<file path="src/hw/bft_regs.svh">
`ifndef BFT_REGS_SVH
`define BFT_REGS_SVH
`define BFT_ADDR_CTRL      4'h0
`define BFT_ADDR_RETR_DLY  4'h1
`define BFT_ADDR_BF_DLY    4'h2
`define BFT_ADDR_PH_THR    4'h3
`define BFT_ADDR_RES_THR   4'h4
`define BFT_ADDR_STATUS    4'h5
`define BFT_ADDR_IRQ_STAT  4'h6
`define BFT_ADDR_IRQ_CLR   4'h7
`define BFT_ADDR_IRQ_EN    4'h8
`define BFT_CTRL_RETR_EN   0
`define BFT_CTRL_MODE_LSB  1
`define BFT_CTRL_MODE_MSB  4
`define BFT_CTRL_RESET     32'h0000_0001
`define BFT_RETR_DLY_RESET 16'h0014
`define BFT_BF_DLY_RESET   16'h0028
`define BFT_PH_THR_RESET   16'h0014
`define BFT_RES_THR_RESET  16'h04B0
`define BFT_STEP_NS        5000000
`define BFT_CLK_NS         25
`define BFT_RATIO_NUM      97
`define BFT_RATIO_DEN      100
`define BFT_NUM_EVT        4
`endif

</file>
<file path="src/hw/bft_pkg.sv">
package bft_pkg;
  typedef enum logic [3:0] {
    BFT_MODE_CUR,
    BFT_MODE_DO,
    BFT_MODE_SIG,
    BFT_MODE_CUR_AND_DO,
    BFT_MODE_CUR_OR_DO,
    BFT_MODE_CUR_AND_SIG,
    BFT_MODE_CUR_OR_SIG,
    BFT_MODE_SIG_AND_DO,
    BFT_MODE_SIG_OR_DO
  } bft_mode_t;
  typedef enum logic [1:0] {
    BFT_ST_IDLE,
    BFT_ST_RUN,
    BFT_ST_BLOCKED
  } bft_state_t;
endpackage : bft_pkg

</file>
<file path="src/hw/bft_delay_timer.sv">
`include "bft_regs.svh"
module bft_delay_timer
  import bft_pkg::*;
#(
  parameter int CW = 16
)
(
  input  wire logic          mclk_i,
  input  wire logic          srst_i,
  input  wire logic          tick_i,
  input  wire logic          run_i,
  input  wire logic          en_i,
  input  wire logic [CW-1:0] delay_i,
  output logic               expired_o
);
  logic [CW-1:0] cnt_reg;
  logic [CW-1:0] cnt_next;
  logic          exp_reg;
  logic          exp_next;

  // Counting only while the pick-up holds; a drop resets the count and the output.
  always_comb
  begin
    cnt_next = cnt_reg;
    exp_next = exp_reg;
    if (!run_i || !en_i)
    begin
      cnt_next = '0;
      exp_next = 1'b0;
    end
    else if (cnt_reg >= delay_i)
    begin
      exp_next = 1'b1; // RULE16
    end
    else if (tick_i)
    begin
      cnt_next = cnt_reg + 1'b1;
    end
  end

  always_ff @(posedge mclk_i)
  begin
    if (srst_i)
    begin
      cnt_reg <= '0;
      exp_reg <= 1'b0;
    end
    else
    begin
      cnt_reg <= cnt_next;
      exp_reg <= exp_next;
    end
  end

  assign expired_o = exp_reg;
endmodule : bft_delay_timer

</file>
<file path="src/hw/bft_core.sv">
// The implementer's own choices: the address map and the address-and-strobe port.
`include "bft_regs.svh"
// Summary of operation
// RULE1 - One common pick-up starts both timers.
// RULE2 - Retrip enable, default on; off suppresses retrip.
// RULE3 - Retrip after pick-up lasts retrip delay.
// RULE4 - Breaker failure after pick-up lasts its delay.
// RULE5 - User grades retrip delay below failure delay.
// RULE6 - Current mode: pick-up on overcurrent alone.
// RULE7 - Current mode: reset when current drops.
// RULE8 - Current and contact: halt until contact active.
// RULE9 - Current and contact: reset when either drops.
// RULE10 - Current or contact: start on either.
// RULE11 - Current or contact: reset when both drop.
// RULE12 - Retrip disabled: only failure timer runs.
// RULE13 - Release at 97 percent, common phase threshold.
// RULE14 - Block at pick-up shows blocked, resets start.
// RULE15 - Criterion selects current, signals, contact, combinations.
// RULE16 - Expired output holds while pick-up persists.
module bft_core
  import bft_pkg::*;
#(
  parameter int AW = 4,
  parameter int DW = 32,
  parameter int IW = 16,
  parameter int TW = 16,
  parameter int STEP_CYC = (`BFT_STEP_NS + `BFT_CLK_NS - 1) / `BFT_CLK_NS
)
(
  input  wire logic          mclk_i,
  input  wire logic          srst_i,
  input  wire logic [AW-1:0] addr_i,
  input  wire logic [DW-1:0] wdata_i,
  input  wire logic          wr_i,
  input  wire logic          rd_i,
  output logic [DW-1:0]      rdata_o,
  input  wire logic [IW-1:0] phase_a_mag_i,
  input  wire logic [IW-1:0] phase_b_mag_i,
  input  wire logic [IW-1:0] phase_c_mag_i,
  input  wire logic [IW-1:0] residual_mag_i,
  input  wire logic          trip_contact_i,
  input  wire logic          trip_signal_i,
  input  wire logic          block_i,
  output logic               start_o,
  output logic               blocked_o,
  output logic               redundant_trip_o,
  output logic               breaker_failure_output,
  output logic               irq_o
);
  localparam int SW = $clog2(STEP_CYC + 1);

  logic [DW-1:0]  ctrl_reg;
  logic [DW-1:0]  ctrl_next;
  logic [TW-1:0]  redundant_trip_delay_setting_reg;
  logic [TW-1:0]  redundant_trip_delay_setting_next;
  logic [TW-1:0]  bf_delay_reg;
  logic [TW-1:0]  bf_delay_next;
  logic [IW-1:0]  phase_thr_reg;
  logic [IW-1:0]  phase_thr_next;
  logic [IW-1:0]  residual_pickup_threshold_reg;
  logic [IW-1:0]  residual_pickup_threshold_next;
  logic [DW-1:0]  rdata_reg;
  logic [DW-1:0]  rdata_next;
  logic [`BFT_NUM_EVT-1:0] irq_stat_reg;
  logic [`BFT_NUM_EVT-1:0] irq_stat_next;
  logic [`BFT_NUM_EVT-1:0] irq_en_reg;
  logic [`BFT_NUM_EVT-1:0] irq_en_next;
  logic [SW-1:0]  step_reg;
  logic [SW-1:0]  step_next;
  logic           tick;
  logic [2:0]     pin_s1_reg;
  logic [2:0]     pin_s2_reg;
  logic           contact_s;
  logic           signal_s;
  logic           block_s;
  logic           ph_oc_reg;
  logic           ph_oc_next;
  logic           res_oc_reg;
  logic           res_oc_next;
  logic           cur_oc;
  logic           pickup;
  bft_state_t     state_reg;
  bft_state_t     state_next;
  bft_mode_t      mode;
  logic           retr_en;
  logic           run;
  logic           retr_exp;
  logic           bf_exp;
  logic [`BFT_NUM_EVT-1:0] evt;
  logic [`BFT_NUM_EVT-1:0] prev_reg;
  logic [`BFT_NUM_EVT-1:0] cur_lvl;

  assign mode    = bft_mode_t'(ctrl_reg[`BFT_CTRL_MODE_MSB:`BFT_CTRL_MODE_LSB]);
  assign retr_en = ctrl_reg[`BFT_CTRL_RETR_EN];

  // Register writes and read mux; unmapped addresses read as zero.
  always_comb
  begin
    ctrl_next = ctrl_reg;
    redundant_trip_delay_setting_next = redundant_trip_delay_setting_reg;
    bf_delay_next = bf_delay_reg;
    phase_thr_next = phase_thr_reg;
    residual_pickup_threshold_next = residual_pickup_threshold_reg;
    irq_en_next = irq_en_reg;
    rdata_next = '0;
    if (wr_i)
    begin
      case (addr_i)
        `BFT_ADDR_CTRL:     ctrl_next = {27'h000_0000, wdata_i[4:0]}; // RULE15
        `BFT_ADDR_RETR_DLY: redundant_trip_delay_setting_next = wdata_i[TW-1:0];
        `BFT_ADDR_BF_DLY:   bf_delay_next = wdata_i[TW-1:0];
        `BFT_ADDR_PH_THR:   phase_thr_next = wdata_i[IW-1:0]; // RULE13
        `BFT_ADDR_RES_THR:  residual_pickup_threshold_next = wdata_i[IW-1:0];
        `BFT_ADDR_IRQ_EN:   irq_en_next = wdata_i[`BFT_NUM_EVT-1:0];
        default:            ctrl_next = ctrl_reg;
      endcase
    end
    if (rd_i)
    begin
      case (addr_i)
        `BFT_ADDR_CTRL:     rdata_next = ctrl_reg;
        // The retrip delay reads zero while retrip is off, as the setting is unavailable.
        `BFT_ADDR_RETR_DLY: rdata_next = retr_en ?
                                         DW'(redundant_trip_delay_setting_reg) : '0; // RULE2
        `BFT_ADDR_BF_DLY:   rdata_next = DW'(bf_delay_reg);
        `BFT_ADDR_PH_THR:   rdata_next = DW'(phase_thr_reg);
        `BFT_ADDR_RES_THR:  rdata_next = DW'(residual_pickup_threshold_reg);
        `BFT_ADDR_STATUS:   rdata_next = DW'(cur_lvl);
        `BFT_ADDR_IRQ_STAT: rdata_next = DW'(irq_stat_reg);
        `BFT_ADDR_IRQ_EN:   rdata_next = DW'(irq_en_reg);
        default:            rdata_next = '0;
      endcase
    end
  end

  // Sticky events; a new event in the clearing cycle survives the clear.
  always_comb
  begin
    irq_stat_next = irq_stat_reg;
    if (wr_i && addr_i == `BFT_ADDR_IRQ_CLR)
    begin
      irq_stat_next = irq_stat_reg & ~wdata_i[`BFT_NUM_EVT-1:0];
    end
    irq_stat_next = irq_stat_next | evt;
  end

  // Program-cycle step divider; one pulse per delay step.
  always_comb
  begin
    step_next = step_reg + 1'b1;
    if (tick)
    begin
      step_next = '0;
    end
  end
  assign tick = (step_reg == SW'(STEP_CYC - 1));

  // Overcurrent with hysteresis: pick-up above threshold, release below 97 percent.
  function automatic logic oc_eval(input logic [IW-1:0] mag, input logic [IW-1:0] thr,
                                   input logic held);
    logic [IW+7:0] lhs;
    logic [IW+7:0] rhs;
    lhs = (IW+8)'(mag) * (IW+8)'(`BFT_RATIO_DEN);
    rhs = (IW+8)'(thr) * (IW+8)'(`BFT_RATIO_NUM);
    if (held)
    begin
      oc_eval = (lhs >= rhs); // RULE13
    end
    else
    begin
      oc_eval = (mag > thr);
    end
  endfunction : oc_eval

  always_comb
  begin
    ph_oc_next = oc_eval(phase_a_mag_i, phase_thr_reg, ph_oc_reg) |
                 oc_eval(phase_b_mag_i, phase_thr_reg, ph_oc_reg) |
                 oc_eval(phase_c_mag_i, phase_thr_reg, ph_oc_reg);
    res_oc_next = oc_eval(residual_mag_i, residual_pickup_threshold_reg, res_oc_reg);
  end
  assign cur_oc = ph_oc_reg | res_oc_reg;

  // Criterion selection of the common pick-up.
  always_comb
  begin
    case (mode)
      BFT_MODE_CUR:         pickup = cur_oc; // RULE6 RULE7
      BFT_MODE_DO:          pickup = contact_s;
      BFT_MODE_SIG:         pickup = signal_s;
      BFT_MODE_CUR_AND_DO:  pickup = cur_oc & contact_s; // RULE8 RULE9
      BFT_MODE_CUR_OR_DO:   pickup = cur_oc | contact_s; // RULE10 RULE11
      BFT_MODE_CUR_AND_SIG: pickup = cur_oc & signal_s;
      BFT_MODE_CUR_OR_SIG:  pickup = cur_oc | signal_s;
      BFT_MODE_SIG_AND_DO:  pickup = signal_s & contact_s;
      BFT_MODE_SIG_OR_DO:   pickup = signal_s | contact_s;
      default:              pickup = cur_oc;
    endcase
  end

  // Blocking at pick-up latches blocked until pick-up drops; a running start resets.
  always_comb
  begin
    state_next = state_reg;
    case (state_reg)
      BFT_ST_IDLE:
      begin
        if (pickup && block_s)
        begin
          state_next = BFT_ST_BLOCKED; // RULE14
        end
        else if (pickup)
        begin
          state_next = BFT_ST_RUN;
        end
      end
      BFT_ST_RUN:
      begin
        if (!pickup)
        begin
          state_next = BFT_ST_IDLE;
        end
        else if (block_s)
        begin
          state_next = BFT_ST_BLOCKED; // RULE14
        end
      end
      BFT_ST_BLOCKED:
      begin
        if (!pickup)
        begin
          state_next = BFT_ST_IDLE;
        end
      end
      default: state_next = BFT_ST_IDLE;
    endcase
  end
  assign run = (state_reg == BFT_ST_RUN) && pickup;

  bft_delay_timer #(.CW(TW)) u_retr_timer (
    .mclk_i    (mclk_i),
    .srst_i    (srst_i),
    .tick_i    (tick),
    .run_i     (run), // RULE1
    .en_i      (retr_en), // RULE2 RULE12
    .delay_i   (redundant_trip_delay_setting_reg), // RULE3
    .expired_o (retr_exp)
  );

  bft_delay_timer #(.CW(TW)) u_bf_timer (
    .mclk_i    (mclk_i),
    .srst_i    (srst_i),
    .tick_i    (tick),
    .run_i     (run), // RULE1
    .en_i      (1'b1),
    .delay_i   (bf_delay_reg), // RULE4
    .expired_o (bf_exp)
  );

  assign cur_lvl = {state_reg == BFT_ST_BLOCKED, bf_exp, retr_exp, state_reg == BFT_ST_RUN};
  assign evt     = cur_lvl & ~prev_reg;

  // The pins are asynchronous to the relay clock, hence two flops each.
  always_ff @(posedge mclk_i)
  begin
    pin_s1_reg <= {block_i, trip_signal_i, trip_contact_i};
    pin_s2_reg <= pin_s1_reg;
  end
  assign contact_s = pin_s2_reg[0];
  assign signal_s  = pin_s2_reg[1];
  assign block_s   = pin_s2_reg[2];

  always_ff @(posedge mclk_i)
  begin
    if (srst_i)
    begin
      ctrl_reg                         <= `BFT_CTRL_RESET;
      redundant_trip_delay_setting_reg <= `BFT_RETR_DLY_RESET;
      bf_delay_reg                     <= `BFT_BF_DLY_RESET;
      phase_thr_reg                    <= `BFT_PH_THR_RESET;
      residual_pickup_threshold_reg    <= `BFT_RES_THR_RESET;
      rdata_reg                        <= '0;
      irq_stat_reg                     <= '0;
      irq_en_reg                       <= '0;
      step_reg                         <= '0;
      ph_oc_reg                        <= 1'b0;
      res_oc_reg                       <= 1'b0;
      state_reg                        <= BFT_ST_IDLE;
      prev_reg                         <= '0;
    end
    else
    begin
      ctrl_reg                         <= ctrl_next;
      redundant_trip_delay_setting_reg <= redundant_trip_delay_setting_next;
      bf_delay_reg                     <= bf_delay_next;
      phase_thr_reg                    <= phase_thr_next;
      residual_pickup_threshold_reg    <= residual_pickup_threshold_next;
      rdata_reg                        <= rdata_next;
      irq_stat_reg                     <= irq_stat_next;
      irq_en_reg                       <= irq_en_next;
      step_reg                         <= step_next;
      ph_oc_reg                        <= ph_oc_next;
      res_oc_reg                       <= res_oc_next;
      state_reg                        <= state_next;
      prev_reg                         <= cur_lvl;
    end
  end

  assign rdata_o                = rdata_reg;
  assign start_o                = (state_reg == BFT_ST_RUN);
  assign blocked_o              = (state_reg == BFT_ST_BLOCKED);
  assign redundant_trip_o       = retr_exp & retr_en; // RULE2
  assign breaker_failure_output = bf_exp; // RULE12
  assign irq_o                  = |(irq_stat_reg & irq_en_reg);
endmodule : bft_core

</file>
<file path="config.mk">
export PLATFORM = sky130hd
export DESIGN_NAME = bft_core
export DESIGN_NICKNAME = d
export VERILOG_FILES = /design/src/hw/bft_pkg.sv /design/src/hw/bft_delay_timer.sv /design/src/hw/bft_core.sv
export VERILOG_INCLUDE_DIRS = /design/src /design/src/hw
export SDC_FILE = /design/constraint.sdc
export NUM_CORES = 1
export LEC_CHECK = 0
export CORE_ASPECT_RATIO = 1.5
export CORE_MARGIN = 2
export CORE_UTILIZATION = 55
export DETAILED_ROUTE_END_ITERATION = 6
export DONT_BUFFER_PORTS = 1
export GPL_TIMING_DRIVEN = 1
export PLACE_DENSITY = 0.7
export SKIP_CTS_REPAIR_TIMING = 1
export SYNTH_ARGS = -nofsm -noshare
export SYNTH_HDL_FRONTEND = slang
export SYNTH_HIERARCHICAL = 1
export SYNTH_SLANG_ARGS = --single-unit
</file>
<file path="constraint.sdc">
create_clock -name mclk_i -period 10.47 [get_ports mclk_i]
set_input_delay 3.141 -clock mclk_i [delete_from_list [all_inputs] [get_ports mclk_i]]
set_output_delay 3.141 -clock mclk_i [all_outputs]
set_load 0.005 [all_outputs]
</file>
==> results of run 1 <==
-- metal layers --
| metal | global-route usage | up-vias |
|---|---|---|
| li1 | - | 8273 |
| met1 | 0.274 | 7910 |
| met2 | 0.513 | 414 |
| met3 | 0.0331 | 105 |
| met4 | 0.126 | 0 |
| met5 | 0 | - |
-- cells by family (layout without fill, tap and decap cells) --
group	after synthesis	after routing	share of synthesized area
compound gates	492	492	0.160
xor+xnor	100	100	0.0457
fa+ha+maj	583	583	0.388
buf+inv	371	343	0.0754
flops	159	159	0.160
mux	19	19	0.00961
other cells	2	18	0.000377
simple gates	657	657	0.161
-- how the worst max path moves through the flow --
| stage | from | end | slack [ns] | cells after the start |
|---|---|---|---|---|
| 6_report | phase_a_mag_i[3] | ph_oc_reg$_SDFF_PP0_ | 2.38 | 25 |
| 3_3_place_gp | phase_a_mag_i[3] | ph_oc_reg$_SDFF_PP0_ | 2.01 | 25 |
| 4_1_cts | phase_a_mag_i[3] | ph_oc_reg$_SDFF_PP0_ | 2.38 | 25 |
| 5_1_grt | phase_a_mag_i[3] | ph_oc_reg$_SDFF_PP0_ | 2.08 | 25 |
| 3_5_place_dp | phase_a_mag_i[3] | ph_oc_reg$_SDFF_PP0_ | 1.94 | 25 |
| 2_1_floorplan | phase_a_mag_i[2] | ph_oc_reg$_SDFF_PP0_ | 2.43 | 22 |
-- placed cells by master (no fill, tap or decap), types with 8 or more instances in the layout --
| master | count |
|---|---|
| a211o_1 | 11 |
| a211oi_1 | 10 |
| a21o_1 | 34 |
| a21oi_1 | 199 |
| a222oi_1 | 13 |
| a31oi_1 | 9 |
| and2_1 | 12 |
| and3_1 | 12 |
| clkbuf_16 | 17 |
| conb_1 | 17 |
| dfxtp_1 | 159 |
| fa_1 | 60 |
| ha_1 | 520 |
| inv_1 | 306 |
| mux2i_1 | 18 |
| nand2_1 | 233 |
| nand2b_1 | 29 |
| nand3_1 | 57 |
| nand3b_1 | 10 |
| nand4_1 | 30 |
| nor2_1 | 134 |
| nor2b_1 | 36 |
| nor3_1 | 22 |
| nor4_1 | 8 |
| o211ai_1 | 10 |
| o21a_1 | 29 |
| o21ai_0 | 69 |
| o21ai_1 | 11 |
| o31ai_1 | 14 |
| or3_1 | 17 |
| or4_1 | 17 |
| xnor2_1 | 58 |
| xor2_1 | 39 |
-- final cells by class --
| cell class | instances | area, µm² |
|---|---|---|
| multi-input combinational | 1868 | 15300 |
| fill | 3269 | 15000 |
| sequential | 159 | 3180 |
| inverter | 307 | 1150 |
| tap | 478 | 598 |
| clock buffer | 20 | 447 |
| clock inverter | 12 | 100 |
| timing repair buffer | 4 | 30.0 |
| antenna | 1 | 2.50 |
-- power breakdown --
group	switching [W]	internal [W]
sequential	0.0000123	0.000614
clock	0.000263	0.000316
combinational	0.000630	0.000510
-- stage by stage --
stage	std cells	setup WS, ns	instance area (µm²)	util	total power [W]
after floorplan	2398	2.43	20000	-	0.00153
after global placement	2816	2.01	20300	0.566	0.00173
after detailed placement	2816	1.94	20300	0.566	0.00177
after CTS	2848	2.38	20800	0.581	0.00235
after global routing	2849	2.08	20800	0.581	0.00255
final	2849	2.38	20800	0.581	0.00234
==> run_results.csv, run 1 <==
group,metric,value,unit
sta,fin_setup_tns,0,ns
worst_setup_path,reg2regPathDepth,24,
sta,period_share,0.772,
logic_synthesis,synthArstFlopShare,0,
worst_setup_path,critPathLaunchType,"primary input",
worst_setup_path,regToRegStartpoint,"phase_thr_reg[5]$_SDFFE_PP0P_",
sta,skew,0.0145,ns
logic_synthesis,yosys_warnings,6,
detailed_routing,num_vias,16702,
pwr,power_density,113,nW/µm²
logic_synthesis,synth.most_common_cell,"ha_1",
floorplanning,row_count,85,
sta,fmax,124,MHz
logic_synthesis,synth.top_cell.area_share,0.327,
logic_synthesis,synth-main-ff-cell,"dfxtp_1",
min_path,hold_path.class,"flip-flop to flip-flop",
sta,slew_headroom,0.250,
floorplanning,ios,144,
logic_synthesis,synth_cells,2383,
detailed_routing,avgViaCountPerCell,5.86,
detailed_routing,drt_wl_total,49500,µm
logic_synthesis,syn_area,19900,µm²
flow_run,maxCapViolCount,0,
detailed_routing,wl_per_cell,17.4,µm
finish,drive_gt1_frac,0.0350,
worst_setup_path,slowest_stage,"fa_1",
logic_synthesis,syn_avg_cell_area,8.36,µm²
finish,largest_reg_flops,18,
detailed_routing,first_pass_iters,7,
logic_synthesis,synth_edf_count,0,
worst_setup_path,critPathBufInv,2,
worst_setup_path,slowest_delay,0.50,ns
finish,area_growth,4.51,%
sta,setup_viol,0,
global_route,grt_max_degree,98,
outcome,status,"finished, final reports clean",
floorplanning,initial_core_util,0.556,
clock_tree,cts.clk_slew.worst_paths,0.07,ns
logic_synthesis,synth_common_cells,"ha_1 (520), inv_1 (306), nand2_1 (233)",
sta,tightest_slew,1.12,ns
worst_setup_path,crit_type,"primary input to flip-flop",
sta,finalCriticalPeriod,8.09,ns
pwr,peakVddDrop,0.125,mV
clock_tree,cts_inserted_buffers,17,
global_route,grt_overflow,0,
clock_tree,clk-insertion-delay-late,0.43,ns
detailed_routing,postRouteAntennaNets,0,
detailed_routing,dr.first_iter.drc_count,913,
min_path,hold_depth,0,
clock_tree,cts-root-buf,"clkbuf_16",
sta,hold_violations,0,
sta,hold_slack,0.329,ns
detailed_routing,wl_met3,2130,µm
global_route,grt_pass1_vias,17027,
worst_setup_path,r2r_slack,4.07,ns
floorplanning,dieArea,37800,µm²
logic_synthesis,netlist.top_cell.by_area,"ha_1",
worst_setup_path,critPathCaptureType,"flip-flop",
placed_design,place_congestion,0.920,
clock_tree,cts_tree,"yes",
detailed_routing,wl_met2,26400,µm
logic_synthesis,yosysSeqAreaShare,0.160,
worst_setup_path,r2r-end,"ph_oc_reg$_SDFF_PP0_",
pwr,leakage,10.2,nW
logic_synthesis,ys_ff_latch,159,
placed_design,dp_hpwl,41400,µm
sta,rsz0062_at_grt,"false",
detailed_routing,drc,0,
clock_tree,clockBufferDepth,2,
global_route,grt_pass1_wl,81200,µm
clock_tree,cts-htree-levels,4,
global_route,grtUsageTotal,0.263,
floorplanning,coreArea,35800,µm²
floorplanning,chipWidth,159,µm
logic_synthesis,synth_area_leaders,"ha_1 (33%), dfxtp_1 (16%), fa_1 (6.0%)",
worst_setup_path,path_delay_family,"compound AO/OA/AOI/OAI gates",
sta,slew_violations,0,
logic_synthesis,yosysUniqueCellTypes,93,
finish,nets,3044,
global_route,antenna_found_initial,1,
detailed_routing,met1Wirelength,18700,µm
clock_tree,cts_sinks,159,
min_path,worstHoldStart,"pin_s1_reg[1]$_DFF_P_",
placed_design,io_buffers,0,
floorplanning,die_y,237,µm
worst_setup_path,worstPathMaxFanout,5,
detailed_routing,top_layer,"met4",
worst_setup_path,arrival,8.41,ns
worst_setup_path,crit_required,10.79,ns
min_path,hold_end,"pin_s2_reg[1]$_DFF_P_",
No activity file was read; power rests on OpenSTA's default activity.
==> run 2: changes to the inputs <==
--- a/config.mk
+++ b/config.mk
@@ -12,7 +12,7 @@
 export DETAILED_ROUTE_END_ITERATION = 6
 export DONT_BUFFER_PORTS = 1
 export GPL_TIMING_DRIVEN = 1
-export PLACE_DENSITY = 0.7
+export PLACE_DENSITY = 0.73
 export SKIP_CTS_REPAIR_TIMING = 1
 export SYNTH_ARGS = -nofsm -noshare
 export SYNTH_HDL_FRONTEND = slang
==> constraint.sdc (replaced) <==
create_clock -name mclk_i -period 7.22 [get_ports mclk_i]
set_input_delay 2.166 -clock mclk_i [delete_from_list [all_inputs] [get_ports mclk_i]]
set_output_delay 2.166 -clock mclk_i [all_outputs]
set_load 0.005 [all_outputs]
==> run 2 against run 1 <==
  * Sequential cell count did not move
  * Cell count increased by 0.32%
  * Clock skew increased by 0.0019 ns
  * First-iteration DRC count is 14% higher
  * Non-clock buffer count grew 9
  * Combinational power up 48%
  * Count of clock-buffer cells in the layout fell by 1
  * Die area stayed put
  * Hold slack got worse by 0.0025 ns
  * Worst setup slack worse by 2.1 ns
  * Critical path type unchanged
  * Utilization grew 0.46 points
  * Critical path depth is 3 lower
==> run_results.csv, run 2 (synthesis gave the netlist of run 1 again) <==
group,metric,value,unit
outcome,status,"finished, final reports clean",
pwr,swShare,0.375,
worst_setup_path,crit_top_cell,"ha_1",
worst_setup_path,worstPathMaxFanout,4,
worst_setup_path,path_cells,"ha_1 -> ha_1 -> fa_1 -> ha_1 -> nor2b_1 -> o31a_1 -> o21a_1 -> nor2_1 -> xnor2_1 -> ha_1 -> or4_1 -> a21oi_2 -> o211ai_1 -> a22oi_2 -> nor2_1 -> o221a_1 -> a2111oi_2 -> nor2_1 -> maj3_2 -> a221oi_2 -> a211oi_1 -> o31a_1",
pwr,p_int,0.00222,W
detailed_routing,drt_wl_total,50300,µm
detailed_routing,avgViaCountPerCell,5.93,
clock_tree,clockBufferDepth,2,
clock_tree,cts.clk_slew.worst_paths,0.08,ns
floorplanning,dieArea,37800,µm²
sta,hold_slack,0.327,ns
global_route,top_usage_layer,"met2",
sta,hold_violations,0,
worst_setup_path,crit_type,"primary input to flip-flop",
finish,mostFrequentLayoutCells,"ha_1 (518), inv_1 (306), nand2_1 (233), a21oi_1 (198), dfxtp_1 (159)",
global_route,grt_overflow,0,
floorplanning,initial_core_util,0.556,
clock_tree,cts-htree-levels,4,
global_route,grtUsageTotal,0.265,
pwr,power_density,169,nW/µm²
sta,slew_violations,0,
clock_tree,cts_inserted_buffers,17,
placed_design,dp_hpwl,41400,µm
worst_setup_path,critPathCaptureType,"flip-flop",
min_path,hold_path.class,"flip-flop to flip-flop",
clock_tree,clk-insertion-delay-late,0.44,ns
clock_tree,cts-root-buf,"clkbuf_16",
pwr,leakage,10.3,nW
finish,largest_reg_flops,18,
worst_setup_path,reg2regPathDepth,22,
sta,fmax,143,MHz
worst_setup_path,slowest_delay,0.52,ns
pwr,p_comb_frac,0.475,
global_route,grt_pass1_wl,81700,µm
worst_setup_path,r2r_slack,0.88,ns
sta,finalCriticalPeriod,6.98,ns
finish,layout_commonest_cell,"ha_1",
sta,tightest_slew,1.13,ns
worst_setup_path,slowest_stage,"or4_1",
sta,skew,0.0165,ns
sta,period_share,0.967,
pwr,sequentialPowerShare,0.256,
global_route,use_met2,0.507,
global_route,use_met1,0.280,
clock_tree,cts_sinks,159,
floorplanning,chipWidth,159,µm
flow_run,maxCapViolCount,0,
worst_setup_path,crit_required,7.55,ns
detailed_routing,drc,0,
floorplanning,coreArea,35800,µm²
detailed_routing,wl_per_cell,17.6,µm
finish,drive_gt1_frac,0.0408,
worst_setup_path,arrival,7.31,ns
detailed_routing,dr.first_iter.drc_count,1041,
placed_design,place_ws,-0.217,ns
detailed_routing,num_vias,16948,
global_route,grt_max_degree,98,
floorplanning,ios,144,
global_route,grt_pass1_vias,17140,
placed_design,io_buffers,0,
global_route,grt_util_met3,0.0403,
sta,layout_setup_ws,0.240,ns
finish,final_core_util,0.586,
worst_setup_path,critPathLaunchType,"primary input",
finish,area_growth,5.34,%
sta,setup_viol,0,
pwr,pwr-share-clk,0.269,
pwr,switchingPower,0.00133,W
global_route,antenna_found_initial,1,
min_path,hold_depth,0,
pwr,finalPower,0.00355,W
detailed_routing,first_pass_iters,7,
finish,nets,3053,
clock_tree,cts_tree,"yes",
floorplanning,die_y,237,µm
placed_design,place_congestion,0.941,
sta,rsz0062_at_grt,"false",
floorplanning,row_count,85,
placed_design,post-place-cells,2825,
finish,final_cells,2858,
sta,slew_headroom,0.245,
pwr,peakVddDrop,0.206,mV
detailed_routing,postRouteAntennaNets,0,
## run 2: changes by cell type in the layout (fill, tap and decap cells not counted), sizes merged
cell,before,now
buf,4,13
bufinv,0,3
clkinv,2,4
clkinvlp,3,1
inv,314,312
clkbuf,20,19
## run 2: worst paths after layout
check,start,endpoint
setup / recovery,phase_a_mag_i[2],ph_oc_reg$_SDFF_PP0_
hold / removal,pin_s1_reg[1]$_DFF_P_,pin_s2_reg[1]$_DFF_P_
setup reg to reg,phase_thr_reg[4]$_SDFFE_PP1P_,ph_oc_reg$_SDFF_PP0_
hold reg to reg,pin_s1_reg[1]$_DFF_P_,pin_s2_reg[1]$_DFF_P_
## run 2: routing by layer
layer / part of all wire / routed length (µm) / vias up
met2: 0.52 / 26300 / 443
met3: 0.050 / 2530 / 138
met5: 0.00026 / 13 / -
met1: 0.38 / 19100 / 8056
met4: 0.048 / 2420 / 2
li1: - / - / 8309
## run 2: power by group through the flow
| stage | clock network (W) | registers (W) | logic, W |
|---|---|---|---|
| floorplan | 0 | 0.000919 | 0.00131 |
| global placement | 0 | 0.000928 | 0.00160 |
| detailed placement | 0 | 0.000929 | 0.00166 |
| CTS | 0.000958 | 0.000909 | 0.00167 |
| global route | 0.000992 | 0.000911 | 0.00193 |
| finish | 0.000953 | 0.000910 | 0.00169 |
## run 2: critical path, delay by kind of cell
| family | cells | cell delay (ns) |
|---|---|---|
| AO/OA/AOI/OAI | 10 | 2.15 |
| XOR/XNOR | 1 | 0.09 |
| adder cells (fa/ha/maj) | 6 | 1.92 |
| AND/OR/NAND/NOR | 5 | 0.99 |
## run 2: through the flow
step | TNS [ns] | cell area, µm²
detailed placement | -0.217 | 20300
floorplan | 0 | 20000
global placement | -0.174 | 20300
CTS | 0 | 21000
finish | 0 | 21000
global route | 0 | 21000
## run 2: final cells by class
class,count,area (µm²)
fill,3222,14900
clock inverter,13,178
clock buffer,19,443
antenna,1,2.50
inverter,307,1150
tap,478,598
multi-input combinational,1868,15300
timing repair buffer,13,97.6
sequential,159,3180
==> run 3: changes to the inputs <==
--- a/config.mk
+++ b/config.mk
@@ -6,13 +6,13 @@
 export SDC_FILE = /design/constraint.sdc
 export NUM_CORES = 1
 export LEC_CHECK = 0
-export CORE_ASPECT_RATIO = 1.5
+export CORE_ASPECT_RATIO = 1.25
 export CORE_MARGIN = 2
-export CORE_UTILIZATION = 55
+export CORE_UTILIZATION = 50
 export DETAILED_ROUTE_END_ITERATION = 6
 export DONT_BUFFER_PORTS = 1
 export GPL_TIMING_DRIVEN = 1
-export PLACE_DENSITY = 0.73
+export PLACE_DENSITY = 0.68
 export SKIP_CTS_REPAIR_TIMING = 1
 export SYNTH_ARGS = -nofsm -noshare
 export SYNTH_HDL_FRONTEND = slang
==> run 3 against run 2 <==
  * Critical path depth is the same
  * Total power rose by 1.5%
  * Design area up 0.23%
  * Count of clock-buffer cells in the layout increased by 3
  * Global-route usage fell by 2.4 points
  * Cell count rose by 0.66%
  * Clock skew down 0.0069 ns
  * Worst setup slack improved by 0.024 ns
  * Register-to-register slack improved by 0.17 ns
  * Combinational power about the same
  * Sequential share of layout area about the same
==> run_results.csv, run 3 (synthesis gave the netlist of run 1 again) <==
group,metric,value,unit
global_route,grt_pass1_vias,16649,
clock_tree,cts_inserted_buffers,17,
sta,period_share,0.963,
clock_tree,clockBufferDepth,2,
worst_setup_path,cp-endpoint,"ph_oc_reg$_SDFF_PP0_",
detailed_routing,avgViaCountPerCell,5.81,
floorplanning,initial_core_util,0.508,
floorplanning,ios,144,
placed_design,place_congestion,0.897,
worst_setup_path,crit_type,"primary input to flip-flop",
detailed_routing,wl_per_cell,17.3,µm
sta,hold_violations,0,
global_route,grt_overflow,0,
global_route,grt_pass1_wl,80800,µm
worst_setup_path,worstPathMaxFanout,4,
sta,setup_viol,0,
floorplanning,dieArea,41500,µm²
detailed_routing,drt_wl_total,49800,µm
outcome,status,"finished, final reports clean",
worst_setup_path,reg2regPathDepth,24,
clock_tree,cts_sinks,159,
worst_setup_path,crit_required,7.54,ns
finish,diodes,0,
sta,slew_violations,0,
worst_setup_path,r2r_slack,1.05,ns
worst_setup_path,regToRegStartpoint,"phase_thr_reg[5]$_SDFFE_PP0P_",
worst_setup_path,critPathLaunchType,"primary input",
finish,layout_commonest_cell,"ha_1",
placed_design,io_buffers,0,
sta,tightest_slew,1.13,ns
sta,layout_setup_ws,0.264,ns
clock_tree,clk-insertion-delay-late,0.43,ns
placed_design,place_ws,-0.161,ns
sta,rsz0062_at_grt,"false",
pwr,finalPower,0.00360,W
finish,final_core_util,0.536,
min_path,hold_path.class,"flip-flop to flip-flop",
finish,drive_gt1_frac,0.0391,
floorplanning,coreArea,39200,µm²
pwr,leakage,10.3,nW
sta,slew_headroom,0.244,
finish,mostFrequentLayoutCells,"ha_1 (520), inv_1 (306), nand2_1 (233), a21oi_1 (199), dfxtp_1 (159)",
placed_design,dp_hpwl,41200,µm
pwr,power_density,171,nW/µm²
sta,finalCriticalPeriod,6.96,ns
global_route,grtUsageTotal,0.241,
detailed_routing,first_pass_iters,6,
worst_setup_path,r2r-end,"ph_oc_reg$_SDFF_PP0_",
clock_tree,cts_tree,"yes",
worst_setup_path,crit_start,"phase_a_mag_i[2]",
pwr,peakVddDrop,0.258,mV
finish,area_growth,5.59,%
detailed_routing,postRouteAntennaNets,0,
worst_setup_path,critPathCaptureType,"flip-flop",
sta,fin_setup_tns,0,ns
finish,largest_reg_flops,18,
flow_run,maxCapViolCount,0,
detailed_routing,dr.first_iter.drc_count,948,
sta,skew,0.00954,ns
global_route,grt_max_degree,98,
clock_tree,cts-root-buf,"clkbuf_16",
floorplanning,chipWidth,183,µm
global_route,antenna_found_initial,0,
clock_tree,cts.clk_slew.worst_paths,0.07,ns
detailed_routing,num_vias,16710,
sta,fmax,144,MHz
worst_setup_path,arrival,7.28,ns
floorplanning,die_y,227,µm
finish,nets,3054,
clock_tree,cts-htree-levels,4,
floorplanning,row_count,81,
detailed_routing,drc,0,
-- run 3: cell count changes in the layout (fill, tap and decap cells not counted), sizes merged --
cell / change
clkbuf: +3
inv: -4
diode: -1
bufinv: +2
clkinvlp: +1
clkinv: -3
buf: +1
-- run 3: final cells by class --
| cell class | count | area (µm²) |
|---|---|---|
| Timing Repair Buffer | 14 | 105 |
| Multi-Input combinational cell | 1868 | 15300 |
| Clock inverter | 9 | 179 |
| Sequential cell | 159 | 3180 |
| Inverter | 307 | 1150 |
| Clock buffer | 22 | 484 |
| Fill cell | 3628 | 18200 |
| Tap cell | 498 | 623 |
-- run 3: worst min-delay path by stage --
| stage | from | endpoint | slack [ns] | cells after the start |
|---|---|---|---|---|
| global route | pin_s1_reg[1]$_DFF_P_ | pin_s2_reg[1]$_DFF_P_ | 0.33 | 0 |
| floorplan | pin_s1_reg[0]$_DFF_P_ | pin_s2_reg[0]$_DFF_P_ | 0.31 | 0 |
| CTS | pin_s1_reg[1]$_DFF_P_ | pin_s2_reg[1]$_DFF_P_ | 0.32 | 0 |
| finish | pin_s1_reg[1]$_DFF_P_ | pin_s2_reg[1]$_DFF_P_ | 0.32 | 0 |
| global placement | pin_s1_reg[1]$_DFF_P_ | pin_s2_reg[1]$_DFF_P_ | 0.32 | 0 |
| detailed placement | pin_s1_reg[1]$_DFF_P_ | pin_s2_reg[1]$_DFF_P_ | 0.31 | 0 |
-- run 3: power breakdown --
group | switching (W) | total (W) | internal (W) | leakage (nW)
logic | 0.000920 | 0.00169 | 0.000765 | 8.71
registers | 0.0000181 | 0.000909 | 0.000891 | 1.29
clock network | 0.000359 | 0.00101 | 0.000649 | 0.319
total | 0.00130 | 0.00360 | 0.00231 | 10.3
-- run 3: worst max-delay path: stages --
cell and delay (ns):
ha_1 0.27, ha_1 0.32, fa_1 0.47, ha_1 0.34
nor2b_1 0.16, o31a_1 0.25, buf_4 0.14, o21ai_2 0.20
xnor2_1 0.11, ha_1 0.23, or4_1 0.42, a21oi_1 0.13
o211ai_1 0.11, a22oi_2 0.17, nor2_1 0.10, o221a_1 0.25
a2111oi_2 0.33, nor2_1 0.12, maj3_2 0.32, a221oi_2 0.27
a211oi_1 0.08, o31a_1 0.31
-- run 3: metrics by stage --
step,instance area [µm²],hold WS (ns),instances
after global placement,20400,0.316,2846
after floorplan,20000,0.310,2398
after detailed placement,20400,0.313,2846
final,21000,0.323,2877
after global routing,21000,0.333,2877
after CTS,21000,0.323,2877
-- run 3: metal layers --
layer	vias to the layer above	global-route usage	wire length (µm)
li1	8302	-	-
met1	7892	0.275	20200
met2	420	0.454	25500
met3	96	0.0435	2850
met4	0	0.0770	1360
met5	-	0	0
